## src/hw/core_regs_pkg.sv

```systemverilog
package core_regs_pkg;

	// register widths
	localparam int DATA_W = 8;
	localparam int ADDR_W = 16;

	// condition flag bit positions
	localparam int FLAG_CARRY = 0;
	localparam int FLAG_ZERO = 1;
	localparam int FLAG_SIGN = 2;
	localparam int FLAG_MASK = 3;
	localparam int FLAG_NIBBLE = 4;

	// reset values
	localparam logic [7:0] FLAGS_RESET = 8'hE8;
	localparam logic [7:0] FLAGS_FIXED_ONES = 8'hE0;
	localparam logic [15:0] STACK_RESET = 16'h01FF;
	localparam logic [7:0] STACK_PAGE = 8'h01;
	localparam logic [7:0] STACK_LOW_TOP = 8'hFF;
	localparam logic [15:0] RESET_VECTOR_LO = 16'hFFFE;
	localparam logic [15:0] RESET_VECTOR_HI = 16'hFFFF;
	localparam logic [15:0] TRAP_VECTOR_LO = 16'hFFFC;

	// stack usage
	localparam logic [2:0] CALL_FRAME = 3'h2;
	localparam logic [2:0] IRQ_FRAME = 3'h5;

	// instructions driven by the sequencer
	typedef enum logic [3:0] {
		OP_NONE = 4'b0000,
		OP_ALU = 4'b0001,
		OP_LOAD_WORK = 4'b0010,
		OP_LOAD_IDX1 = 4'b0011,
		OP_LOAD_IDX2 = 4'b0100,
		OP_LOAD_STACK_LOW = 4'b0101,
		OP_LOAD_FLAGS = 4'b0110,
		OP_CARRY_SET = 4'b0111,
		OP_CARRY_CLEAR = 4'b1000,
		OP_MASK_SET = 4'b1001,
		OP_UNMASK = 4'b1010,
		OP_STACK_RESET = 4'b1011,
		OP_PUSH = 4'b1100,
		OP_POP = 4'b1101,
		OP_CALL = 4'b1110,
		OP_RET = 4'b1111
	} core_op_e;

	// alu result handed to the flag logic
	typedef struct packed {
		logic [7:0] value;
		logic upd_nibble;
		logic nibble;
		logic upd_carry;
		logic carry;
		logic upd_work;
	} alu_result_s;

	// reset vector fetch, interrupt entry / return sequence states
	typedef enum logic [2:0] {
		SEQ_IDLE = 3'b000,
		SEQ_RESET_LO = 3'b001,
		SEQ_RESET_HI = 3'b010,
		SEQ_ENTRY = 3'b011,
		SEQ_VEC_LO = 3'b100,
		SEQ_VEC_HI = 3'b101,
		SEQ_RETURN = 3'b110
	} seq_state_e;

endpackage

```

## src/hw/core_regs.sv

```systemverilog
// Contract
// - registers are not on any bus address
// - work register is 8-bit ALU accumulator
// - two 8-bit index registers
// - interrupts never save second index register
// - 16-bit fetch pointer split low/high
// - flags 8-bit, reset 111x1xxx, mask set
// - nibble carry from bit 3 on add
// - mask set by entry or mask op
// - masked requests stay pending until unmasked
// - handler return clears the mask
// - unmask in handler services pending immediately
// - sign flag copies result bit 7
// - zero flag set on zero result
// - carry from arithmetic, set/clear ops, shifts
// - stack pointer resets to 01FFh
// - post-decrement push, pre-increment pop
// - 256-byte stack, upper byte fixed
// - reset and stack reset op load FFh low
// - stack low byte wraps silently
// - stack low byte loadable and readable
// - entry pushes fetch pointer low first
// - call two bytes, interrupt five bytes
// - reset loads fetch pointer from FFFEh-FFFFh
// - entry saves pointer, index, work, flags
// - trap enters regardless of mask
module core_regs
	import core_regs_pkg::*;
(
	input wire logic mclk,
	input wire logic rst_b,
	// sequencer instruction port
	input wire core_op_e op,
	input wire logic [7:0] op_data,
	input wire alu_result_s alu,
	input wire logic fetch_load,
	input wire logic [15:0] fetch_target,
	input wire logic fetch_advance,
	// interrupt side
	input wire logic irq_req,
	input wire logic [15:0] irq_vector,
	input wire logic trap_op,
	input wire logic handler_return_op,
	output logic irq_taken,
	// memory port for stack and vector traffic
	output logic mem_we,
	output logic mem_re,
	output logic [15:0] mem_addr,
	output logic [7:0] mem_wdata,
	input wire logic [7:0] mem_rdata,
	output logic seq_busy,
	// register values
	output logic [7:0] work_reg,
	output logic [7:0] index1_reg,
	output logic [7:0] index2_reg,
	output logic [15:0] next_fetch_pointer,
	output logic [7:0] condition_flags,
	output logic [15:0] stack_pointer
);

	// reset release through two flops
	logic rst_s1_q, rst_s2_q;
	always_ff @(posedge mclk or negedge rst_b) begin
		if (!rst_b) begin
			rst_s1_q <= 1'b0;
			rst_s2_q <= 1'b0;
		end else begin
			rst_s1_q <= 1'b1;
			rst_s2_q <= rst_s1_q;
		end
	end
	logic rst_n;
	assign rst_n = rst_s2_q;

	logic [7:0] work_q, idx1_q, idx2_q, flags_q, stack_low_q;
	logic [7:0] fetch_pointer_low_q, fetch_pointer_high_q;
	seq_state_e state_q;
	logic [2:0] step_q;
	logic trap_q;
	logic [15:0] vec_q;

	// stack address: upper byte fixed by hardware
	function automatic logic [15:0] stack_addr(input logic [7:0] low);
		stack_addr = {STACK_PAGE, low};
	endfunction

	// byte saved at each step of the five-byte context frame
	function automatic logic [7:0] frame_byte(input logic [2:0] k, input logic [7:0] pl, input logic [7:0] ph,
			input logic [7:0] x, input logic [7:0] a, input logic [7:0] f);
		case (k)
			3'h0: frame_byte = pl;
			3'h1: frame_byte = ph;
			3'h2: frame_byte = x;
			3'h3: frame_byte = a;
			default: frame_byte = f;
		endcase
	endfunction

	// pending request, pending survives while masked
	logic take_irq, take_trap;
	assign take_trap = trap_op && state_q == SEQ_IDLE;
	assign take_irq = irq_req && !flags_q[FLAG_MASK] && state_q == SEQ_IDLE && !take_trap;
	logic take_ret;
	assign take_ret = handler_return_op && state_q == SEQ_IDLE && !take_trap && !take_irq;
	// plain op only when no sequence starts this cycle, else its side effects would corrupt the frame
	logic op_ok;
	assign op_ok = state_q == SEQ_IDLE && !take_trap && !take_irq && !take_ret;

	// sequencer for reset vector fetch, entry and return
	always_ff @(posedge mclk or negedge rst_n) begin
		if (!rst_n) begin
			state_q <= SEQ_RESET_LO;
			step_q <= 3'h0;
			trap_q <= 1'b0;
			vec_q <= RESET_VECTOR_LO;
		end else begin
			case (state_q)
				SEQ_IDLE: begin
					step_q <= 3'h0;
					if (take_trap || take_irq) begin
						state_q <= SEQ_ENTRY;
						trap_q <= take_trap;
						vec_q <= take_trap ? TRAP_VECTOR_LO : irq_vector;
					end else if (take_ret) begin
						state_q <= SEQ_RETURN;
					end
				end
				SEQ_RESET_LO: state_q <= SEQ_RESET_HI;
				SEQ_RESET_HI: state_q <= SEQ_IDLE;
				SEQ_ENTRY: begin
					step_q <= step_q + 3'h1;
					if (step_q == IRQ_FRAME - 3'h1) begin
						state_q <= SEQ_VEC_LO;
					end
				end
				SEQ_VEC_LO: state_q <= SEQ_VEC_HI;
				SEQ_VEC_HI: state_q <= SEQ_IDLE;
				SEQ_RETURN: begin
					step_q <= step_q + 3'h1;
					if (step_q == IRQ_FRAME - 3'h1) begin
						state_q <= SEQ_IDLE;
					end
				end
				default: state_q <= SEQ_IDLE;
			endcase
		end
	end

	logic [2:0] ret_slot;
	assign ret_slot = IRQ_FRAME - 3'h1 - step_q; // flags popped first

	// memory port drive
	always_comb begin
		mem_we = 1'b0;
		mem_re = 1'b0;
		mem_addr = stack_addr(stack_low_q);
		mem_wdata = 8'h00;
		case (state_q)
			SEQ_RESET_LO: begin
				mem_re = 1'b1;
				mem_addr = RESET_VECTOR_HI;
			end
			SEQ_RESET_HI: begin
				mem_re = 1'b1;
				mem_addr = RESET_VECTOR_LO;
			end
			SEQ_ENTRY: begin
				mem_we = 1'b1;
				mem_wdata = frame_byte(step_q, fetch_pointer_low_q, fetch_pointer_high_q, idx1_q, work_q,
					flags_q);
			end
			SEQ_VEC_LO: begin
				mem_re = 1'b1;
				mem_addr = vec_q + 16'h0001;
			end
			SEQ_VEC_HI: begin
				mem_re = 1'b1;
				mem_addr = vec_q;
			end
			SEQ_RETURN: begin
				mem_re = 1'b1;
				mem_addr = stack_addr(stack_low_q + 8'h01);
			end
			default: begin
				if (op_ok && op == OP_PUSH) begin
					mem_we = 1'b1;
					mem_wdata = op_data;
				end else if (op_ok && op == OP_POP) begin
					mem_re = 1'b1;
					mem_addr = stack_addr(stack_low_q + 8'h01);
				end
			end
		endcase
	end

	assign seq_busy = state_q != SEQ_IDLE;
	assign irq_taken = take_irq || take_trap;

	// stack pointer low byte
	always_ff @(posedge mclk or negedge rst_n) begin
		if (!rst_n) begin
			stack_low_q <= STACK_LOW_TOP;
		end else if (state_q == SEQ_ENTRY) begin
			stack_low_q <= stack_low_q - 8'h01;
		end else if (state_q == SEQ_RETURN) begin
			stack_low_q <= stack_low_q + 8'h01;
		end else if (op_ok) begin
			case (op)
				OP_STACK_RESET: stack_low_q <= STACK_LOW_TOP;
				OP_LOAD_STACK_LOW: stack_low_q <= op_data;
				OP_PUSH: stack_low_q <= stack_low_q - 8'h01;
				OP_POP: stack_low_q <= stack_low_q + 8'h01;
				OP_CALL: stack_low_q <= stack_low_q - {5'h00, CALL_FRAME};
				OP_RET: stack_low_q <= stack_low_q + {5'h00, CALL_FRAME};
				default: stack_low_q <= stack_low_q;
			endcase
		end
	end

	// work and first index register
	always_ff @(posedge mclk or negedge rst_n) begin
		if (!rst_n) begin
			work_q <= 8'h00;
			idx1_q <= 8'h00;
		end else if (state_q == SEQ_RETURN) begin
			if (ret_slot == 3'h3) work_q <= mem_rdata;
			if (ret_slot == 3'h2) idx1_q <= mem_rdata;
		end else if (op_ok) begin
			if (op == OP_LOAD_WORK || (op == OP_ALU && alu.upd_work)) begin
				work_q <= op == OP_LOAD_WORK ? op_data : alu.value;
			end
			if (op == OP_LOAD_IDX1) idx1_q <= op_data;
		end
	end

	// second index register, untouched by entry/return
	always_ff @(posedge mclk or negedge rst_n) begin
		if (!rst_n) begin
			idx2_q <= 8'h00;
		end else if (op_ok && op == OP_LOAD_IDX2) begin
			idx2_q <= op_data;
		end
	end

	// fetch pointer halves
	always_ff @(posedge mclk or negedge rst_n) begin
		if (!rst_n) begin
			fetch_pointer_low_q <= 8'h00;
			fetch_pointer_high_q <= 8'h00;
		end else begin
			case (state_q)
				SEQ_RESET_LO, SEQ_VEC_LO: fetch_pointer_low_q <= mem_rdata;
				SEQ_RESET_HI, SEQ_VEC_HI: fetch_pointer_high_q <= mem_rdata;
				SEQ_RETURN: begin
					if (ret_slot == 3'h1) fetch_pointer_high_q <= mem_rdata;
					if (ret_slot == 3'h0) fetch_pointer_low_q <= mem_rdata;
				end
				SEQ_IDLE: begin
					if (fetch_load) begin
						{fetch_pointer_high_q, fetch_pointer_low_q} <= fetch_target;
					end else if (fetch_advance) begin
						{fetch_pointer_high_q, fetch_pointer_low_q} <=
							{fetch_pointer_high_q, fetch_pointer_low_q} + 16'h0001;
					end
				end
				default: fetch_pointer_low_q <= fetch_pointer_low_q;
			endcase
		end
	end

	// condition flags
	always_ff @(posedge mclk or negedge rst_n) begin
		if (!rst_n) begin
			flags_q <= FLAGS_RESET;
		end else if (state_q == SEQ_VEC_LO) begin
			flags_q[FLAG_MASK] <= 1'b1;
		end else if (state_q == SEQ_RETURN) begin
			if (ret_slot == 3'h4) flags_q <= mem_rdata | FLAGS_FIXED_ONES;
			if (step_q == IRQ_FRAME - 3'h1) flags_q[FLAG_MASK] <= 1'b0;
		end else if (op_ok) begin
			case (op)
				OP_ALU: begin
					flags_q[FLAG_SIGN] <= alu.value[7];
					flags_q[FLAG_ZERO] <= alu.value == 8'h00;
					if (alu.upd_nibble) flags_q[FLAG_NIBBLE] <= alu.nibble;
					if (alu.upd_carry) flags_q[FLAG_CARRY] <= alu.carry;
				end
				OP_LOAD_FLAGS: flags_q <= op_data | FLAGS_FIXED_ONES;
				OP_CARRY_SET: flags_q[FLAG_CARRY] <= 1'b1;
				OP_CARRY_CLEAR: flags_q[FLAG_CARRY] <= 1'b0;
				OP_MASK_SET: flags_q[FLAG_MASK] <= 1'b1;
				OP_UNMASK: flags_q[FLAG_MASK] <= 1'b0;
				default: flags_q <= flags_q;
			endcase
		end
	end

	// register views; no bus decode reaches these
	assign work_reg = work_q;
	assign index1_reg = idx1_q;
	assign index2_reg = idx2_q;
	assign next_fetch_pointer = {fetch_pointer_high_q, fetch_pointer_low_q};
	assign condition_flags = flags_q;
	assign stack_pointer = stack_addr(stack_low_q);

endmodule

```

## config.mk

```make
export PLATFORM = sky130hd
export DESIGN_NAME = core_regs
export DESIGN_NICKNAME = d
export VERILOG_FILES = /design/src/hw/core_regs_pkg.sv /design/src/hw/core_regs.sv
export SDC_FILE = /design/constraint.sdc
export NUM_CORES = 1
export LEC_CHECK = 0
export ABC_AREA = 0
export ABC_CLOCK_PERIOD_IN_PS = 2400
export BUFFER_PORTS_ARGS = -buffer_cell sky130_fd_sc_hd__clkbuf_2
export CAP_MARGIN = 20
export CORE_MARGIN = 2
export CORE_UTILIZATION = 45
export DETAILED_ROUTE_END_ITERATION = 10
export PLACE_DENSITY = 0.84
export SLEW_MARGIN = 20
export SYNTH_ARGS = -nofsm -noshare
export SYNTH_HDL_FRONTEND = slang
export SYNTH_SLANG_ARGS = --single-unit
export TNS_END_PERCENT = 30
```

## constraint.sdc

```tcl
create_clock -name mclk -period 2.4 [get_ports mclk]
set_clock_uncertainty 0.05 [all_clocks]
set_input_delay 0.24 -clock mclk [delete_from_list [all_inputs] [get_ports mclk]]
set_output_delay 0.24 -clock mclk [all_outputs]
set_load 0.02 [all_outputs]
```

==> flow_summary.ini, run 1 <==
[setup_path]
critPathSlowestCell = dfstp_2
crit_start = stack_low_q[0]
critPathKind = reg2out
crit_path_max_fanout = 4
crit_required_ps = 2110
critPathMaxStageDelay_ps = 600
critPathCaptureType = output port
r2r-start = stack_low_q[2]
arrival_ps = 2320
start_kind = flop
path_cells = ha_4, and3_4, nand3_4, xor2_4, o21ai_2, a221o_1, clkbuf_8

[timing]
worst_pin_slew_ps = 562
min_period_over_period_pct = 109
fin_tns_setup_ps = -691
hold_ws_ps = 31.8
rsz0062_at_grt = yes
finalHoldViolations = 0
period_needed_ps = 2610
drv_slew = 0
relSlewSlack_pct = 62.2
setup_viol = 8
max_freq_ghz = 0.383
setup_ws_ps = -208

[cells_and_area]
drive_above_1_share_pct = 36.8
utilization_pct = 62.4
finish.instance_area_um2 = 8700
fin_cells = 1226
fillers = 1175
nets = 1134
largest_reg_flops = 16
area_delta_synth_final_pct = 35.3
antenna_cells = 0
largest_register = vec_q

[place]
gp_congestion = 0.937
dp_cells = 1173
portBuffers = 152
dp_slack_ps = -16.4
place_hpwl_um = 16500
post_dp_cell_area_um2 = 7650

[clock_network]
clk_pin_slew_ps = 70
htreeDepth = 3
cts_tree = built
clk_latency_ps = 360
clockBufferDepth = 2
cts_made_buffers = 9
cts.sinks = 77
root_buffer = clkbuf_16

[power_and_ir_drop]
power_frac_comb_pct = 64.8
seqPwrFrac_pct = 22.4
p_per_area_nw_per_um2 = 1430
p_leak_nw = 3.81
peakVddDrop_mv = 0.959
p_total_mw = 12.4
power.share.clock_pct = 12.7
p_switching_mw = 6.14
switching_share_pct = 49.5
internal_power_mw = 6.26

[synthesis]
synthArstFlopShare_pct = 100
yosys_warnings = 0
synthFlopType = dfrtp_1
yosys.area.top_type = dfrtp_1
yosysTopAreaCellShare_pct = 20.2
synthCells = 837
synth.avg_cell_area_um2 = 7.68
synth_area_leaders = dfrtp_1 20%, dfstp_2 10%, nand2_1 7.5%
mappedNetlistArea_um2 = 6430
synth_seq_area_share_pct = 30.5
ys_types = 71
ys_ff_latch = 77
synth_edf_count = 0

[run_status]
outcome = finished, violations left
violations = negative setup slack

[route]
first_pass_iters = 7
drc = 0
wl_um = 24000
ant_nets = 0
wl_per_cell_um = 19.6
routed-via-count = 7613
drt-vias-per-instance = 6.21
drt_iter0_drc = 862

[floorplanning]
die_h_um = 124
core_um2 = 13900
start_util_pct = 46.1
dieWidth_um = 124
ioPinCount = 164
die_area_um2 = 15300
std_cell_rows = 43

[global_routing]
grt_max_degree = 74
grt_pass1_vias = 6962
grt_pass1_wl_um = 36500
gr-usage-all-layers_pct = 31.1
overflow = 0
antenna_found_initial = 0

[min_path]
hold_path.class = in2reg
min_from = irq_vector[2]

[run]
cap_viol_max_count = 0
## placed cells by master (no fill, tap or decap), types with 10 or more instances in the layout
cell type  synthesis  final
a21oi_1           53     51
a22oi_1           17     16
a31oi_1           20     20
buf_4             11     94
buf_6              1     11
clkbuf_2           1    135
conb_1             2     12
dfrtp_1           52     49
dfstp_2           25     25
ha_1              20     11
inv_1             21     17
mux2_2            19     19
mux2i_1           19     19
nand2_1          129    125
nand3_1           38     35
nand4_1           10     10
nor2_1            65     51
nor2b_1           13     13
nor3_1            14     10
o211ai_1          12     12
o21ai_0           90     73
o21ai_1            3     17
xnor2_1           18     16
xor2_1            15     13
## worst paths after layout
| kind | end | slack (ps) | depth (start not counted) |
|---|---|---|---|
| min in group asynchronous | rst_s1_q | 140 | 2 |
| worst min register to register | stack_low_q[2] | 220 | 0 |
| max in group asynchronous | vec_q[11] | 1590 | 1 |
| worst max register to register | stack_low_q[7] | 40 | 7 |
| worst max-delay path | mem_addr[6] | -210 | 7 |
| worst min-delay path | vec_q[2] | 30 | 3 |
## metal layers
metal / up-vias / GRT usage [%] / routed length [um]
li1: 3412 / - / -
met1: 3605 / 40.8 / 9550
met2: 496 / 50.0 / 11300
met3: 100 / 5.63 / 2140
met4: 0 / 14.1 / 996
met5: - / 0 / 0
## critical path: cells and delay by family, from the launching register on
kind,cells,cell delay [ps]
DFF,1,600
AOI/OAI and AO/OA,2,450
and+or+nand+nor,2,350
xor gates and xnor gates,1,220
adders and majority gates,1,170
buffers and inverters,1,170
## final cells by class
type / count / area, um2 / area share (%)
Clock inverter: 5 / 82.6 / 0.949
Inverter: 23 / 92.6 / 1.06
Tap cell: 180 / 225 / 2.59
Multi-Input combinational cell: 676 / 4450 / 51.2
Timing Repair Buffer: 254 / 1630 / 18.8
Sequential cell: 77 / 1960 / 22.5
Clock buffer: 11 / 253 / 2.90
## cell usage after synthesis, types with 7 or more instances
cell type,number
a211oi_1,7
a21oi_1,53
a22oi_1,17
a31oi_1,20
buf_2,7
buf_4,11
clkbuf_1,45
dfrtp_1,52
dfstp_2,25
ha_1,20
inv_1,21
mux2_2,19
mux2i_1,19
nand2_1,129
nand3_1,38
nand4_1,10
nor2_1,65
nor2b_1,13
nor3_1,14
o211ai_1,12
o21ai_0,90
o221ai_1,7
o22ai_1,9
xnor2_1,18
xor2_1,15
## cells by family after synthesis
family / after synthesis / share of synthesized area [%]
and+or+nand+nor: 300 / 21.2
AOI/OAI and AO/OA: 272 / 26.9
buffers and inverters: 94 / 6.40
DFF: 77 / 30.5
muxes: 38 / 6.29
xor gates and xnor gates: 33 / 4.50
adders and majority gates: 21 / 4.20
other: 2 / 0.117
## power groups by stage
stage               Sequential [mW]  Clock [mW]  Combinational [mW]
floorplan                      2.95           0                4.06
global placement               2.80           0                6.51
detailed placement             2.81           0                6.63
CTS                            2.74        1.57                7.34
global route                   2.84        1.64                8.65
finish                         2.78        1.58                8.04
## timing repair
item                       4_1_cts  5_1_grt
hold buffers                     1        0
gates resized for setup         66       74
setup buffers                   19       17
hold endpoints to repair         2        0
cloned                           0        0
setup endpoints to repair       22       36
pin swaps                       17       23
Power figures use the tool's default switching activity.
==> inputs of run 2 (changes only) <==
- ABC_AREA: 0 -> 1
- CTS_BUF_LIST: unset -> sky130_fd_sc_hd__clkbuf_2
==> flow_summary.ini, run 2 <==
[run_status]
outcome = finished, violations left
violations = negative hold slack, negative setup slack

[synthesis]
synth.most_common_cell = nand2_1
synth_common_cells = 218 x nand2_1, 131 x inv_1, 119 x nor2_1, 113 x o21ai_0, 53 x nand3_1
mappedNetlistArea_um2 = 6350
synthMuxAreaShare_pct = 0.177
synth.avg_cell_area_um2 = 6.50
synth_seq_area_share_pct = 30.8
synthSimpleGateAreaFrac_pct = 29.5
ys_types = 46
synth_edf_count = 0
synth-compound-area-share_pct = 21.6
yosys_warnings = 0
ys_ff_latch = 77
synth_top_family_by_area = simple AND/OR/NAND/NOR gates
yosysTopAreaCellShare_pct = 20.5
synthFlopType = dfrtp_1
synth_area_leaders = dfrtp_1 20%, nand2_1 13%, dfstp_2 10%
synthCells = 977
synth_fa_ha_area_share_pct = 4.26
synth-xor-area-share_pct = 2.07
yosys.area.top_type = dfrtp_1
synthArstFlopShare_pct = 100

[clock_network]
htreeDepth = 3
cts_made_buffers = 9
clockBufferDepth = 2
cts.sinks = 77
clk_pin_slew_ps = 330
clk_latency_ps = 640
cts_tree = built
root_buffer = clkbuf_2

[cells_and_area]
area_delta_synth_final_pct = 39.5
multi_input_area_um2 = 4090
fillers = 1132
utilization_pct = 64.1
largest_reg_flops = 16
largest_register = vec_q
antenna_cells = 0
nets = 1321
regArea_um2 = 1960
layout_commonest_cell = nand2_1
finish.instance_area_um2 = 8860
final_cell_mix = 209 x nand2_1, 141 x clkbuf_2, 120 x inv_1
drive_above_1_share_pct = 28.1

[place]
post_dp_cell_area_um2 = 7400
place_hpwl_um = 16100
gp_congestion = 0.941
portBuffers = 152

[global_routing]
antenna_found_initial = 0
grt_max_degree = 76
busiest_layer = met2
gr-usage-all-layers_pct = 30.6
grt_pass1_vias = 7386
grt_use_met2_pct = 47.3
grt_pass1_wl_um = 36700
gr-usage-met3_pct = 6.37
met1_usage_pct = 40.0
overflow = 0

[floorplanning]
std_cell_rows = 43
die_area_um2 = 15100
dieWidth_um = 123
ioPinCount = 164
die_h_um = 123
start_util_pct = 45.9
core_um2 = 13800

[setup_path]
r2r_cells = 10
crit_start = step_q[1]
cp-endpoint = mem_wdata[1]
r2r_end = work_reg[6]
critPathCaptureType = output port
crit_buf_inv = 5
critPathKind = reg2out
path_depth = 11
critPathSlowestCell = dfrtp_1
critPathMaxStageDelay_ps = 470
path_cells = buf_6, ha_4, inv_2, nor2_4, inv_2, nand4_1, buf_4, nor2_4, o31ai_1, o21ai_1, buf_4
crit_path_max_fanout = 4
arrival_ps = 2620
crit_required_ps = 2110
cp_top_family = buffers and inverters
rrSetupSlack_ps = -100
start_kind = flop
r2r-start = state_q[1]

[route]
ant_nets = 0
wl_per_cell_um = 17.5
drc = 0
routed-via-count = 8205
wl_um = 24800
drt-vias-per-instance = 5.81
drt_iter0_drc = 1336
first_pass_iters = 6

[timing]
rsz0062_at_grt = yes
hold_ws_ps = -12.3
worst_pin_slew_ps = 753
drv_slew = 0
relSlewSlack_pct = 49.4
period_needed_ps = 2910
max_freq_ghz = 0.344
setup_viol = 30
finalHoldViolations = 1
min_period_over_period_pct = 121
setup_ws_ps = -507
fin_tns_setup_ps = -7970

[run]
cap_viol_max_count = 0

[power_and_ir_drop]
p_per_area_nw_per_um2 = 1380
p_leak_nw = 4.46
p_total_mw = 12.2
peakVddDrop_mv = 0.737

[min_path]
hold_path.class = in2reg
min_from = fetch_load
## run 2: worst min-delay path by stage
stage                                        end  cells past startpoint
final                     fetch_pointer_low_q[5]                      3
after global routing      fetch_pointer_low_q[5]                      3
after CTS                 fetch_pointer_low_q[3]                      3
after detailed placement                rst_s1_q                      1
after global placement                  rst_s1_q                      1
after floorplan                            rst_n                      0
## run 2: power by group
part,switching [mW],internal (mW)
Sequential,0.799,2.05
Combinational,5.36,3.18
Clock,0.566,0.255
Total,6.72,5.48
## run 2: layer usage
| layer | share of wire, % | up-vias |
|---|---|---|
| met5 | 0 | - |
| met4 | 5.6 | 0 |
| met3 | 11 | 159 |
| met2 | 45 | 627 |
| met1 | 39 | 3674 |
| li1 | - | 3745 |
## run 2: cell type report
class / count / share of cell area [%]
Multi-Input combinational cell: 734 / 46.1
Sequential cell: 77 / 22.2
Timing Repair Buffer: 271 / 22.1
Inverter: 135 / 5.77
Tap cell: 180 / 2.54
Clock inverter: 6 / 0.791
Clock buffer: 10 / 0.565
## run 2: worst reg2reg max path, stage by stage, from the launching register on
cell,delay (ps)
dfrtp_2,490
nor2_2,150
nand2_2,110
nor3_4,230
buf_4,190
buf_6,130
nand2_1,110
nand2_4,190
nor2_1,90
a31oi_1,180
dlygate4sd3_1,570
## run 2: metrics by stage
step	std cells	setup slack (ps)	hold WS [ps]
floorplan	987	90.5	-106
global placement	1309	199	-20.7
detailed placement	1309	50.9	-21.4
CTS	1408	-317	2.11
global route	1413	-540	-12.9
finish	1413	-507	-12.3
## run 2: cell families (layout without fill, tap and decap cells)
group                      Yosys count  after routing
AOI/OAI and AO/OA                  240            240
xor gates and xnor gates            15             15
adders and majority gates           21             21
buffers and inverters              176            422
DFF                                 77             77
muxes                                1              1
other                                2             12
and+or+nand+nor                    445            445
## run 2: repair_timing
| action | in CTS | in global routing |
|---|---|---|
| setup endpoints to repair | 27 | 34 |
| pin swaps | 16 | 16 |
| buffers inserted | 27 | 5 |
| hold endpoints to repair | 54 | 0 |
| resized for setup | 86 | 82 |
| hold buffers | 56 | 0 |
==> inputs of run 3 (changes only) <==
- SETUP_SLACK_MARGIN: unset -> 0.15
==> flow_summary.ini, run 3 (synthesis gave the netlist of run 2 again) <==
[clock_network]
clk_latency_ps = 660
clockBufferDepth = 2
cts_made_buffers = 9
cts.sinks = 77
htreeDepth = 3
cts_tree = built
root_buffer = clkbuf_2
clk_pin_slew_ps = 250

[min_path]
hold_path.class = in2reg

[setup_path]
arrival_ps = 2520
rrSetupSlack_ps = 140
path_cells = ha_4, nand2_2, inv_2, nand2_4, nor2_4, buf_6, nand2_4, nor3_4, nor3_1, a21oi_1, buf_4
crit_required_ps = 2110
cpMostUsedCell = nand2_4
start_kind = flop
critPathSlowestCell = dfstp_2
critPathMaxStageDelay_ps = 620
crit_path_max_fanout = 3
critPathCaptureType = output port
critPathKind = reg2out

[route]
drt-vias-per-instance = 5.68
first_pass_iters = 6
ant_nets = 0
wl_um = 23900
drt_iter0_drc = 1093
wl_per_cell_um = 16.8
routed-via-count = 8078
drc = 0

[cells_and_area]
layout_commonest_cell = nand2_1
largest_register = vec_q
largest_reg_flops = 16
regArea_um2 = 1960
finish.instance_area_um2 = 8830
final_cell_mix = 209 x nand2_1, 145 x clkbuf_2, 118 x inv_1
drive_above_1_share_pct = 27.0
area_delta_synth_final_pct = 39.0
multi_input_area_um2 = 4010
nets = 1327
fillers = 1166

[power_and_ir_drop]
p_leak_nw = 4.47
p_per_area_nw_per_um2 = 1340
peakVddDrop_mv = 0.664
p_total_mw = 11.9

[global_routing]
gr-usage-all-layers_pct = 30.9
grt_pass1_wl_um = 36700
antenna_found_initial = 2
overflow = 0
grt_max_degree = 76
grt_pass1_vias = 7330

[timing]
drv_slew = 0
period_needed_ps = 2810
setup_viol = 26
relSlewSlack_pct = 50.8
setup_ws_ps = -406
worst_pin_slew_ps = 733
finalHoldViolations = 0
max_freq_ghz = 0.356
rsz0062_at_grt = yes
min_period_over_period_pct = 117

[floorplanning]
dieWidth_um = 123
ioPinCount = 164
std_cell_rows = 43
start_util_pct = 45.9
die_h_um = 123
die_area_um2 = 15100
core_um2 = 13800

[run_status]
violations = negative setup slack
outcome = finished, violations left

[place]
gp_congestion = 0.942
post_dp_cell_area_um2 = 7380
place_hpwl_um = 16000
portBuffers = 152

[run]
cap_viol_max_count = 0
-- run 3: cell types whose count changed in the layout (fill, tap and decap cells not counted), sizes merged --
cell         previous run  this run
buf                    79        70
clkbuf                146       150
clkinv                  3         1
clkinvlp                0         1
diode                   0         4
dlygate4sd3            56        66
inv                   137       139
-- run 3: critical path, delay by kind of cell, from the launching register on --
kind | cells | cell delay (ps)
AOI/OAI and AO/OA | 1 | 190
and+or+nand+nor | 6 | 550
adders and majority gates | 1 | 140
buffers and inverters | 3 | 390
DFF | 1 | 620
-- run 3: path summary, 6_finish.rpt --
path                             from             to  depth (start not counted)
max                          vec_q[1]    mem_addr[8]                         11
min                           irq_req     state_q[0]                          5
max reg2reg                state_q[1]       vec_q[1]                          8
min reg2reg                     rst_n  index1_reg[6]                          1
max in group asynchronous       rst_n       vec_q[6]                          1
min in group asynchronous       rst_n  index1_reg[6]                          1
-- run 3: final cells by class --
class | count | area share [%]
Antenna cell | 4 | 0.113
Multi-Input combinational cell | 734 | 45.4
Inverter | 135 | 5.82
Clock inverter | 7 | 0.907
Tap cell | 180 | 2.55
Timing Repair Buffer | 277 | 22.5
Clock buffer | 9 | 0.510
Sequential cell | 77 | 22.2
-- run 3: power breakdown --
group | total (mW) | switching, mW | internal, mW
clock | 0.847 | 0.589 | 0.258
combinational | 8.17 | 5.16 | 3.01
sequential | 2.85 | 0.806 | 2.04
-- run 3: per-layer routing --
| metal | track usage [%] | wire, um | part of all wire [%] |
|---|---|---|---|
| met3 | 5.58 | 2250 | 9.4 |
| met5 | 0 | 0 | 0 |
| met1 | 42.1 | 9740 | 41 |
| met4 | 12.4 | 1030 | 4.3 |
| met2 | 48.2 | 10900 | 45 |
-- run 3: through the flow --
step,util [%],hold WS [ps],cells,setup WS [ps],setup TNS [ps]
2_1_floorplan,-,-106,987,310,0
3_3_place_gp,53.4,-21.5,1307,195,0
3_5_place_dp,53.4,-22.5,1307,134,0
4_1_cts,62.5,19.3,1412,-384,-6290
5_1_grt,63.9,13.3,1423,-511,-10810
6_report,63.9,3.36,1423,-406,-7720
-- run 3: what timing repair did --
action,CTS,global route
endpoints found under the setup margin,30,31
buffers inserted,23,7
pin swaps,12,13
gates resized for setup,90,48
endpoints found under the hold margin,62,0
cloned,0,0
hold buffers,66,0
